File: src/pkg/acr_pkg.sv
// Constants, field layouts and types for the channel 1 gain / checksum bank.
// Assumes the serial frame format described in the main module header.
package acr_pkg;

  // ----------------------------------------------------------------
  // Register addresses (6-bit word address in the command word)
  // ----------------------------------------------------------------
  localparam int           ADDR_W           = 6;
  localparam logic [5:0]   ADDR_GAIN_HIGH   = 6'h11;
  localparam logic [5:0]   ADDR_GAIN_LOW    = 6'h12;
  localparam logic [5:0]   ADDR_MAP_CRC     = 6'h3e;
  localparam logic [5:0]   ADDR_SPARE       = 6'h3f;

  // ----------------------------------------------------------------
  // Reset values
  // ----------------------------------------------------------------
  localparam logic [15:0]  RST_GAIN_HIGH    = 16'h8000;
  localparam logic [7:0]   RST_GAIN_LOW     = 8'h00;
  localparam logic [15:0]  RST_MAP_CRC      = 16'h0000;
  localparam logic [15:0]  RST_SPARE        = 16'h0000;
  localparam logic [7:0]   LOW_RSVD_VALUE   = 8'h00;

  // ----------------------------------------------------------------
  // Field positions
  // ----------------------------------------------------------------
  localparam int           LOW_FIELD_MSB    = 15;
  localparam int           LOW_FIELD_LSB    = 8;
  localparam int           CMD_WRITE_BIT    = 15;
  localparam int           CMD_ADDR_MSB     = 13;
  localparam int           CMD_ADDR_LSB     = 8;

  // ----------------------------------------------------------------
  // Frame counts and checksum
  // ----------------------------------------------------------------
  localparam int           WORD_BITS        = 16;
  localparam logic [4:0]   LAST_CMD_BIT     = 5'h0f;
  localparam logic [4:0]   LAST_FRAME_BIT   = 5'h1f;
  localparam int           SYNC_STAGES      = 2;
  localparam logic [15:0]  CRC_POLY         = 16'h1021;
  localparam logic [15:0]  CRC_SEED         = 16'hffff;

  typedef enum logic [1:0] {
    PH_IDLE = 2'b00,
    PH_CMD  = 2'b01,
    PH_DATA = 2'b10,
    PH_DONE = 2'b11
  } acr_phase_t;

endpackage

File: src/design/acr_sync.sv
// Two-stage level synchroniser, one chain per bit.
// Assumes inputs are asynchronous to clk; only stage two is read outside.
// Chains reset to zero, so callers feed levels that idle low.
`timescale 1ns/1ps
module acr_sync #(
  parameter int WIDTH = 3
) (
  // Clock and reset
  input  wire logic             clk,
  input  wire logic             reset,
  // Data
  input  wire logic [WIDTH-1:0] async,
  output logic      [WIDTH-1:0] synced
);

  logic [WIDTH-1:0] stage1_q;

  // ----------------------------------------------------------------
  // Per-bit chains
  // ----------------------------------------------------------------
  genvar i;
  generate
    for (i = 0; i < WIDTH; i++) begin : g_bit
      always_ff @(posedge clk) begin
        if (reset) begin
          stage1_q[i] <= 1'b0;
          synced[i]   <= 1'b0;
        end else begin
          stage1_q[i] <= async[i];
          synced[i]   <= stage1_q[i];
        end
      end
    end
  endgenerate

endmodule

File: src/design/acr_regs.sv
// Channel 1 gain calibration, register-map checksum and spare word,
// reached over the device serial port (chip select, clock, data in/out).
// Assumes serial clock, chip select and data in come from the host,
// asynchronous to ref_clk, with the serial clock well below ref_clk / 4.
//
// Frame: chip select low, 32 clocks, data taken on falling edges, data out
// changes on rising edges. Word 1 = command: bit 15 write, bits 13:8 address.
// Word 2 = write data (write) or read data shifted out MSB first (read).
//
// Behaviour
// RL1 - High gain register holds gain bits 23:8
// RL2 - Low register: gain bits 7:0, low byte zero
// RL3 - Read-only map checksum at 3Eh, resets zero
// RL4 - Host writes only zeros to spare word
// RL5 - Data out released while chip select high
// RL6 - Host never selects two devices together
// RL7 - Host shares clock, strobes sync together
// RL8 - Lone device: host may tie select, use checksums; here a tied select gives only the first frame after reset
// RL9 - Host may count clock cycles for sampling
// RL10 - Host should wire sync or data-ready; here neither pin exists and the host paces frames by counting ref_clk cycles
// RL11 - Synchronised devices convert at the same time
// RL12 - Host records zero-phase reference channel
// RL13 - High gain register at 11h, resets 8000h
// RL14 - Writes to read-only fields are ignored
`timescale 1ns/1ps
module acr_regs (
  // Clock and reset
  input  wire logic        ref_clk,
  input  wire logic        reset,
  // Serial port from host
  input  wire logic        csN,
  input  wire logic        sclk,
  input  wire logic        din,
  // Serial data out, three-state
  output logic             doutOut,
  output logic             doutOe,
  // Gain word to the channel 1 datapath
  output logic [23:0]      ch1GainWord
);

  // ----------------------------------------------------------------
  // Input synchronisation
  // ----------------------------------------------------------------
  logic [2:0] pinSync;
  logic       csNS;
  logic       sclkS;
  logic       dinS;
  logic       sclkPrev_q;
  logic       csNPrev_q;
  logic       sclkRise;
  logic       sclkFall;
  logic       frameStart;

  // Select enters inverted so the select chain, like the clock chain, idles at its reset level,
  // which keeps the edge detectors from seeing a false edge after reset
  acr_sync #(
    .WIDTH (3)
  ) u_sync (
    .clk    (ref_clk),
    .reset  (reset),
    .async  ({~csN, sclk, din}),
    .synced (pinSync)
  );

  assign csNS       = ~pinSync[2];
  assign sclkS      = pinSync[1];
  assign dinS       = pinSync[0];
  assign sclkRise   = sclkS & ~sclkPrev_q;
  assign sclkFall   = ~sclkS & sclkPrev_q;
  assign frameStart = ~csNS & csNPrev_q;

  always_ff @(posedge ref_clk) begin
    if (reset) begin
      sclkPrev_q <= 1'b0;
      csNPrev_q  <= 1'b1;
    end else begin
      sclkPrev_q <= sclkS;
      csNPrev_q  <= csNS;
    end
  end

  // ----------------------------------------------------------------
  // Frame sequencing
  // ----------------------------------------------------------------
  acr_pkg::acr_phase_t phase_q;
  logic [4:0]          bitCnt_q;
  logic [15:0]         inShift_q;
  logic [15:0]         cmd_q;
  logic                lastCmdBit;
  logic                lastBit;
  logic                commit;

  assign lastCmdBit = sclkFall && (phase_q == acr_pkg::PH_CMD)
                      && (bitCnt_q == acr_pkg::LAST_CMD_BIT);
  assign lastBit    = sclkFall && (phase_q == acr_pkg::PH_DATA)
                      && (bitCnt_q == acr_pkg::LAST_FRAME_BIT);
  assign commit     = lastBit && cmd_q[acr_pkg::CMD_WRITE_BIT];

  // Chip select release aborts a partial frame; nothing is written
  always_ff @(posedge ref_clk) begin
    if (reset || csNS) begin
      phase_q <= acr_pkg::PH_IDLE;
    end else begin
      unique case (phase_q)
        acr_pkg::PH_IDLE: begin
          if (frameStart) begin
            phase_q <= acr_pkg::PH_CMD;
          end
        end
        acr_pkg::PH_CMD: begin
          if (lastCmdBit) begin
            phase_q <= acr_pkg::PH_DATA;
          end
        end
        acr_pkg::PH_DATA: begin
          if (lastBit) begin
            phase_q <= acr_pkg::PH_DONE;
          end
        end
        acr_pkg::PH_DONE: begin
          phase_q <= acr_pkg::PH_DONE;
        end
      endcase
    end
  end

  always_ff @(posedge ref_clk) begin
    if (reset || frameStart) begin
      bitCnt_q  <= 5'h00;
      inShift_q <= 16'h0000;
    end else if (sclkFall && (phase_q == acr_pkg::PH_CMD || phase_q == acr_pkg::PH_DATA)) begin
      bitCnt_q  <= bitCnt_q + 5'h01;
      inShift_q <= {inShift_q[14:0], dinS};
    end
  end

  always_ff @(posedge ref_clk) begin
    if (reset) begin
      cmd_q <= 16'h0000;
    end else if (lastCmdBit) begin
      cmd_q <= {inShift_q[14:0], dinS};
    end
  end

  // ----------------------------------------------------------------
  // Register storage
  // ----------------------------------------------------------------
  logic [15:0] gainHigh_q;
  logic [7:0]  gainLow_q;
  logic [15:0] spare_q;
  logic [15:0] mapCrc_q;
  logic        crcDue_q;
  logic [15:0] wrData;
  logic [5:0]  wrAddr;

  assign wrData = {inShift_q[14:0], dinS};
  assign wrAddr = cmd_q[acr_pkg::CMD_ADDR_MSB:acr_pkg::CMD_ADDR_LSB];

  always_ff @(posedge ref_clk) begin
    if (reset) begin
      gainHigh_q <= acr_pkg::RST_GAIN_HIGH;  // [RL13]
    end else if (commit && wrAddr == acr_pkg::ADDR_GAIN_HIGH) begin
      gainHigh_q <= wrData;  // [RL1]
    end
  end

  // Only the upper byte is stored; the low byte is never written [RL14]
  always_ff @(posedge ref_clk) begin
    if (reset) begin
      gainLow_q <= acr_pkg::RST_GAIN_LOW;
    end else if (commit && wrAddr == acr_pkg::ADDR_GAIN_LOW) begin
      gainLow_q <= wrData[acr_pkg::LOW_FIELD_MSB:acr_pkg::LOW_FIELD_LSB];  // [RL2]
    end
  end

  // Stored as written; keeping it zero is the host's duty
  always_ff @(posedge ref_clk) begin
    if (reset) begin
      spare_q <= acr_pkg::RST_SPARE;
    end else if (commit && wrAddr == acr_pkg::ADDR_SPARE) begin
      spare_q <= wrData;  // [RL4]
    end
  end

  // Gain word moves on ref_clk only, in step with peers on that clock [RL11]
  always_ff @(posedge ref_clk) begin
    if (reset) begin
      ch1GainWord <= {acr_pkg::RST_GAIN_HIGH, acr_pkg::RST_GAIN_LOW};
    end else begin
      ch1GainWord <= {gainHigh_q, gainLow_q};  // [RL1] [RL2]
    end
  end

  // ----------------------------------------------------------------
  // Register-map checksum
  // ----------------------------------------------------------------
  // Recomputed the cycle after any committed write, so it stays zero
  // from reset until software first touches the map.
  function automatic logic [15:0] crcWord(input logic [15:0] seed,
                                          input logic [15:0] word);
    logic [15:0] c;
    logic        fb;
    c = seed;
    for (int i = acr_pkg::WORD_BITS - 1; i >= 0; i--) begin
      fb = c[15] ^ word[i];
      c  = {c[14:0], 1'b0} ^ (fb ? acr_pkg::CRC_POLY : 16'h0000);
    end
    return c;
  endfunction

  always_ff @(posedge ref_clk) begin
    if (reset) begin
      crcDue_q <= 1'b0;
    end else begin
      crcDue_q <= commit;
    end
  end

  // Writes to the checksum address never reach this register [RL14]
  always_ff @(posedge ref_clk) begin
    if (reset) begin
      mapCrc_q <= acr_pkg::RST_MAP_CRC;  // [RL3]
    end else if (crcDue_q) begin
      mapCrc_q <= crcWord(crcWord(crcWord(acr_pkg::CRC_SEED, gainHigh_q),
                                  {gainLow_q, acr_pkg::LOW_RSVD_VALUE}), spare_q);  // [RL3]
    end
  end

  // ----------------------------------------------------------------
  // Read path and data out
  // ----------------------------------------------------------------
  logic [15:0] rdData;
  logic [5:0]  rdAddr;
  logic [15:0] outShift_q;

  assign rdAddr = wrData[acr_pkg::CMD_ADDR_MSB:acr_pkg::CMD_ADDR_LSB];

  // Unmapped addresses read as zero
  always_comb begin
    unique case (rdAddr)
      acr_pkg::ADDR_GAIN_HIGH: rdData = gainHigh_q;  // [RL1]
      acr_pkg::ADDR_GAIN_LOW:  rdData = {gainLow_q, acr_pkg::LOW_RSVD_VALUE};  // [RL2]
      acr_pkg::ADDR_MAP_CRC:   rdData = mapCrc_q;  // [RL3]
      acr_pkg::ADDR_SPARE:     rdData = spare_q;
      default:                 rdData = 16'h0000;
    endcase
  end

  // First data bit goes out right after the command; the rest on rising edges
  always_ff @(posedge ref_clk) begin
    if (reset || frameStart) begin
      outShift_q <= 16'h0000;
      doutOut    <= 1'b0;
    end else if (lastCmdBit) begin
      outShift_q <= wrData[acr_pkg::CMD_WRITE_BIT] ? 16'h0000 : {rdData[14:0], 1'b0};
      doutOut    <= wrData[acr_pkg::CMD_WRITE_BIT] ? 1'b0 : rdData[15];
    end else if (sclkRise && phase_q == acr_pkg::PH_DATA) begin
      outShift_q <= {outShift_q[14:0], 1'b0};
      doutOut    <= outShift_q[15];
    end
  end

  // Line is released while deselected so others can share it
  always_ff @(posedge ref_clk) begin
    if (reset) begin
      doutOe <= 1'b0;
    end else begin
      doutOe <= ~csNS;  // [RL5]
    end
  end

endmodule

File: config.mk
export PLATFORM = sky130hd
export DESIGN_NAME = acr_regs
export DESIGN_NICKNAME = d
export VERILOG_FILES = /design/src/pkg/acr_pkg.sv /design/src/design/acr_sync.sv /design/src/design/acr_regs.sv
export SDC_FILE = /design/constraint.sdc
export NUM_CORES = 1
export LEC_CHECK = 0
export BUFFER_PORTS_ARGS = -buffer_cell sky130_fd_sc_hd__buf_2
export CORE_AREA = 2 2 175 91
export CTS_BUF_LIST = sky130_fd_sc_hd__clkbuf_8
export DETAILED_ROUTE_END_ITERATION = 10
export DIE_AREA = 0 0 177 93
export PLACE_DENSITY = 0.63
export RECOVER_POWER = 100
export SLEW_MARGIN = 20
export SYNTH_ARGS = -nofsm -noshare
export SYNTH_HDL_FRONTEND = slang
export SYNTH_SLANG_ARGS = --single-unit
File: constraint.sdc
create_clock -name ref_clk -period 2.91 [get_ports ref_clk]
set_clock_uncertainty 0.05 [all_clocks]
set_input_delay 0.1455 -clock ref_clk [delete_from_list [all_inputs] [get_ports ref_clk]]
set_output_delay 0.1455 -clock ref_clk [all_outputs]
set_load 0.02 [all_outputs]
==> summary.md <==
| Metric | Value |
|---|---|
| Drt drc | `0` |
| RSZ-0062 raised after global routing | `false` |
| Fraction of layout cells with a size suffix above 1 | `0.144` |
| CTS tree | `done` |
| Die width | `roughly 180 microns` |
| I/O Pins | `31` |
| Final Cycle Share | `0.969` |
| Ys flop type | `dfxtp_1` |
| Worst Path Class, Setup | `register to register` |
| Vias/cell | `~5.4` |
| Worst-Skew Late Latency | `0.45 ns` |
| Row Count | `32` |
| Failing checks | `capacitance limit, slew limit` |
| Iteration count of the initial detailed-routing pass | `7` |
| Clock Path Buffers | `2` |
| Average size of a mapped cell | `around 9.9 sq um` |
| Top post-synthesis cells by area | `dfxtp_1 (41%), xnor3_1 (8.8%), xnor2_1 (7.8%)` |
| Post-synthesis sequential area ratio | `0.408` |
| Slew Limit Headroom | `-0.342` |
| Vias | `5082` |
| Wire per inst | `just over 20 microns` |
| Post-detailed-routing wire length | `about 19 mm` |
| Worst EP required | `between 3 and 4 ns` |
| CP Launch Type | `register` |
| Vias in the first global route | `roughly 4800` |
| GRT Util Overall | `0.240` |
| Largest net degree at the start of global routing | `slightly below 50` |
| Clock transition at path regs | `about 0.080 ns` |
| Layout Cells excl Fill | `936` |
| Cts bufs inserted | `17` |
| Placeable Area | `roughly 15000 sq um` |
| Final nets | `between 700 and 800` |
| Hold Path Class | `primary input to register` |
| Die area | `roughly 16000 sq um` |
| Peak supply drop | `around 0.00023 V` |
| Global placement routability congestion | `between 0.9 and 1` |
| Area leader, netlist | `dfxtp_1` |
| Top-area cell type share of the netlist area | `0.408` |
| Post-DP Area | `7200 sq um` |
| Slew @ Worst Pin | `2.01 ns` |
| Yosys reg bits | `between 100 and 150` |
| Distinct cells, synth | `44` |
| CP endpoint kind | `register` |
| Cell Area, Synth | `6620 sq um` |
| Max cap viols | `1` |
| Initial DRC Count | `650` |
| Final ANT Viol Nets | `0` |
| Synthesis-to-layout area growth | `15.2%` |
| CTS Sinks | `around 140` |
| Initial antenna violation count | `1` |
| Final Hold Viols | `0` |
| Synth Warn # | `0` |
| Arrival @ worst endpoint | `roughly 3.1 ns` |
| GR Overflow Total | `0` |
| Synth Net Count | `680` |
| DP HPWL | `14.1 mm` |
| Count of final max-slew check failures | `49` |
| Htree depth | `4` |
| Ys async rst share | `0` |
| Quantity of I/O buffers inserted on ports | `30` |
| First-pass GRT wire length | `between 20 and 30 mm` |
| Worst-path fanout max | `3` |
| Die height | `93 microns` |
| Leak | `around 3.0 nW` |
| Final setup violation count | `0` |
| Initial Util | `0.441` |
| Mapped Cells | `667` |
| Achievable clock frequency | `roughly 0.35 GHz` |
| Power density cells | `about 450 nW/um^2` |
| Outcome | `complete, but fails checks` |
| Post-Layout Inst Area | `7630 sq um` |
| Post-synth EDFFs | `0` |
| Flop2flop setup slack | `roughly 0.089 ns` |
| CTS root buffer | `clkbuf_8` |
| Placed insts | `approximately 900` |
| Minimum clock period | `around 2.8 ns` |
-- cells in the mapped netlist, drive strengths merged (3+ instances only) --
library cell,instances
a211oi,18
buf,11
xnor2,63
and3b,3
xor3,4
o22ai,4
nand2b,3
a21oi,39
o211ai,7
xnor3,30
nand4,4
xor2,23
dfxtp,135
clkbuf,40
mux2i,42
a22oi,16
and3,3
inv,7
nand3,3
a222oi,9
nor2,79
ha,8
nor2b,30
nand2,64
o21ai,7
-- cell families after synthesis --
group,Yosys count,share of synthesized area
AOI/OAI and AO/OA,104,0.103
DFF,135,0.408
adders and majority gates,8,0.0151
muxes,42,0.0635
xor gates and xnor gates,120,0.237
and+or+nand+nor,200,0.137
buffers and inverters,58,0.0355
-- placed cells by master (no fill, tap or decap), drive strengths merged, types with 4 or more instances in the layout --
| cell type | instances |
|---|---|
| ha | 8 |
| a22oi | 16 |
| clkinvlp | 4 |
| mux2i | 42 |
| a211oi | 18 |
| xor3 | 4 |
| xor2 | 23 |
| o211ai | 7 |
| nand2 | 64 |
| xnor3 | 30 |
| clkbuf | 53 |
| a21oi | 39 |
| dfxtp | 135 |
| nor2 | 79 |
| nor2b | 30 |
| inv | 14 |
| nand4 | 4 |
| buf | 44 |
| a222oi | 9 |
| o22ai | 4 |
| xnor2 | 63 |
| o21ai | 7 |
-- worst paths after layout --
path                           start  depth (start not counted)          endpoint
setup / recovery      gainHigh_q[10]                         10      mapCrc_q[12]
hold / removal                 reset                          3  u_sync.synced[1]
setup reg to reg      gainHigh_q[10]                         10      mapCrc_q[12]
hold reg to reg   u_sync.stage1_q[2]                          1  u_sync.synced[2]
-- sequential cells by signal, indices dropped and copies added (netlist names), 2 cells and up --
register and cells:
phase_q 2, u_sync.synced 3, gainLow_q 8, cmd_q 7, u_sync.stage1_q 3, ch1GainWord 24
outShift_q 15, spare_q 16, bitCnt_q 5, mapCrc_q 16, inShift_q 15, gainHigh_q 16
-- stage by stage --
step                total power [mW]  setup slack [ns]  utilization  hold WS, ns  setup TNS [ns]
floorplan                       1.93             0.143            -        0.162               0
global placement                1.95            0.0101        0.479        0.255               0
detailed placement              1.95           -0.0324        0.479        0.259         -0.0645
CTS                             3.46           0.00765        0.508        0.167               0
global route                    3.55           0.00903        0.508        0.291               0
finish                          3.43            0.0893        0.508        0.252               0
-- routing by layer --
metal  part of all wire  vias to the layer above  track usage
met5             0.0043                        -       0.0417
met4             0.0065                        2       0.0530
met3               0.12                       15       0.0976
met2               0.38                      248        0.304
met1               0.49                     2456        0.366
li1                   -                     2361            -
-- what timing repair did --
item	CTS	global route
setup endpoints to repair	6	10
cloned	0	0
buffers inserted	0	1
pin swaps	0	6
resized for setup	4	15
endpoints found under the hold margin	3	0
hold buffers	3	0
-- final cells by class --
class                   count  area (sq um)
diodes                      1          2.50
repair buffers             83           490
fillers                  1407          7390
clock inverters            15           146
inverters                   7          26.3
well taps                 204           255
clock buffers              17           234
multi-input cells         474          3760
flip-flops and latches    135          2710
-- critical path, stage by stage (launching register included) --
cell and delay [ns]:
dfxtp_4 0.39, buf_4 0.14, xnor3_2 0.49, xnor2_4 0.24, clkbuf_2 0.19, xnor3_1 0.37
xnor2_1 0.21, xnor2_1 0.14, buf_4 0.16, xor2_1 0.20, o22ai_1 0.12
-- report_power, final --
group          switching, mW  leakage [nW]  internal, mW
logic                 0.0399          1.70        0.0130
registers            0.00325          1.09          1.85
clock network          0.831         0.186         0.696
Note: power is estimated with default switching activity, not from simulation.
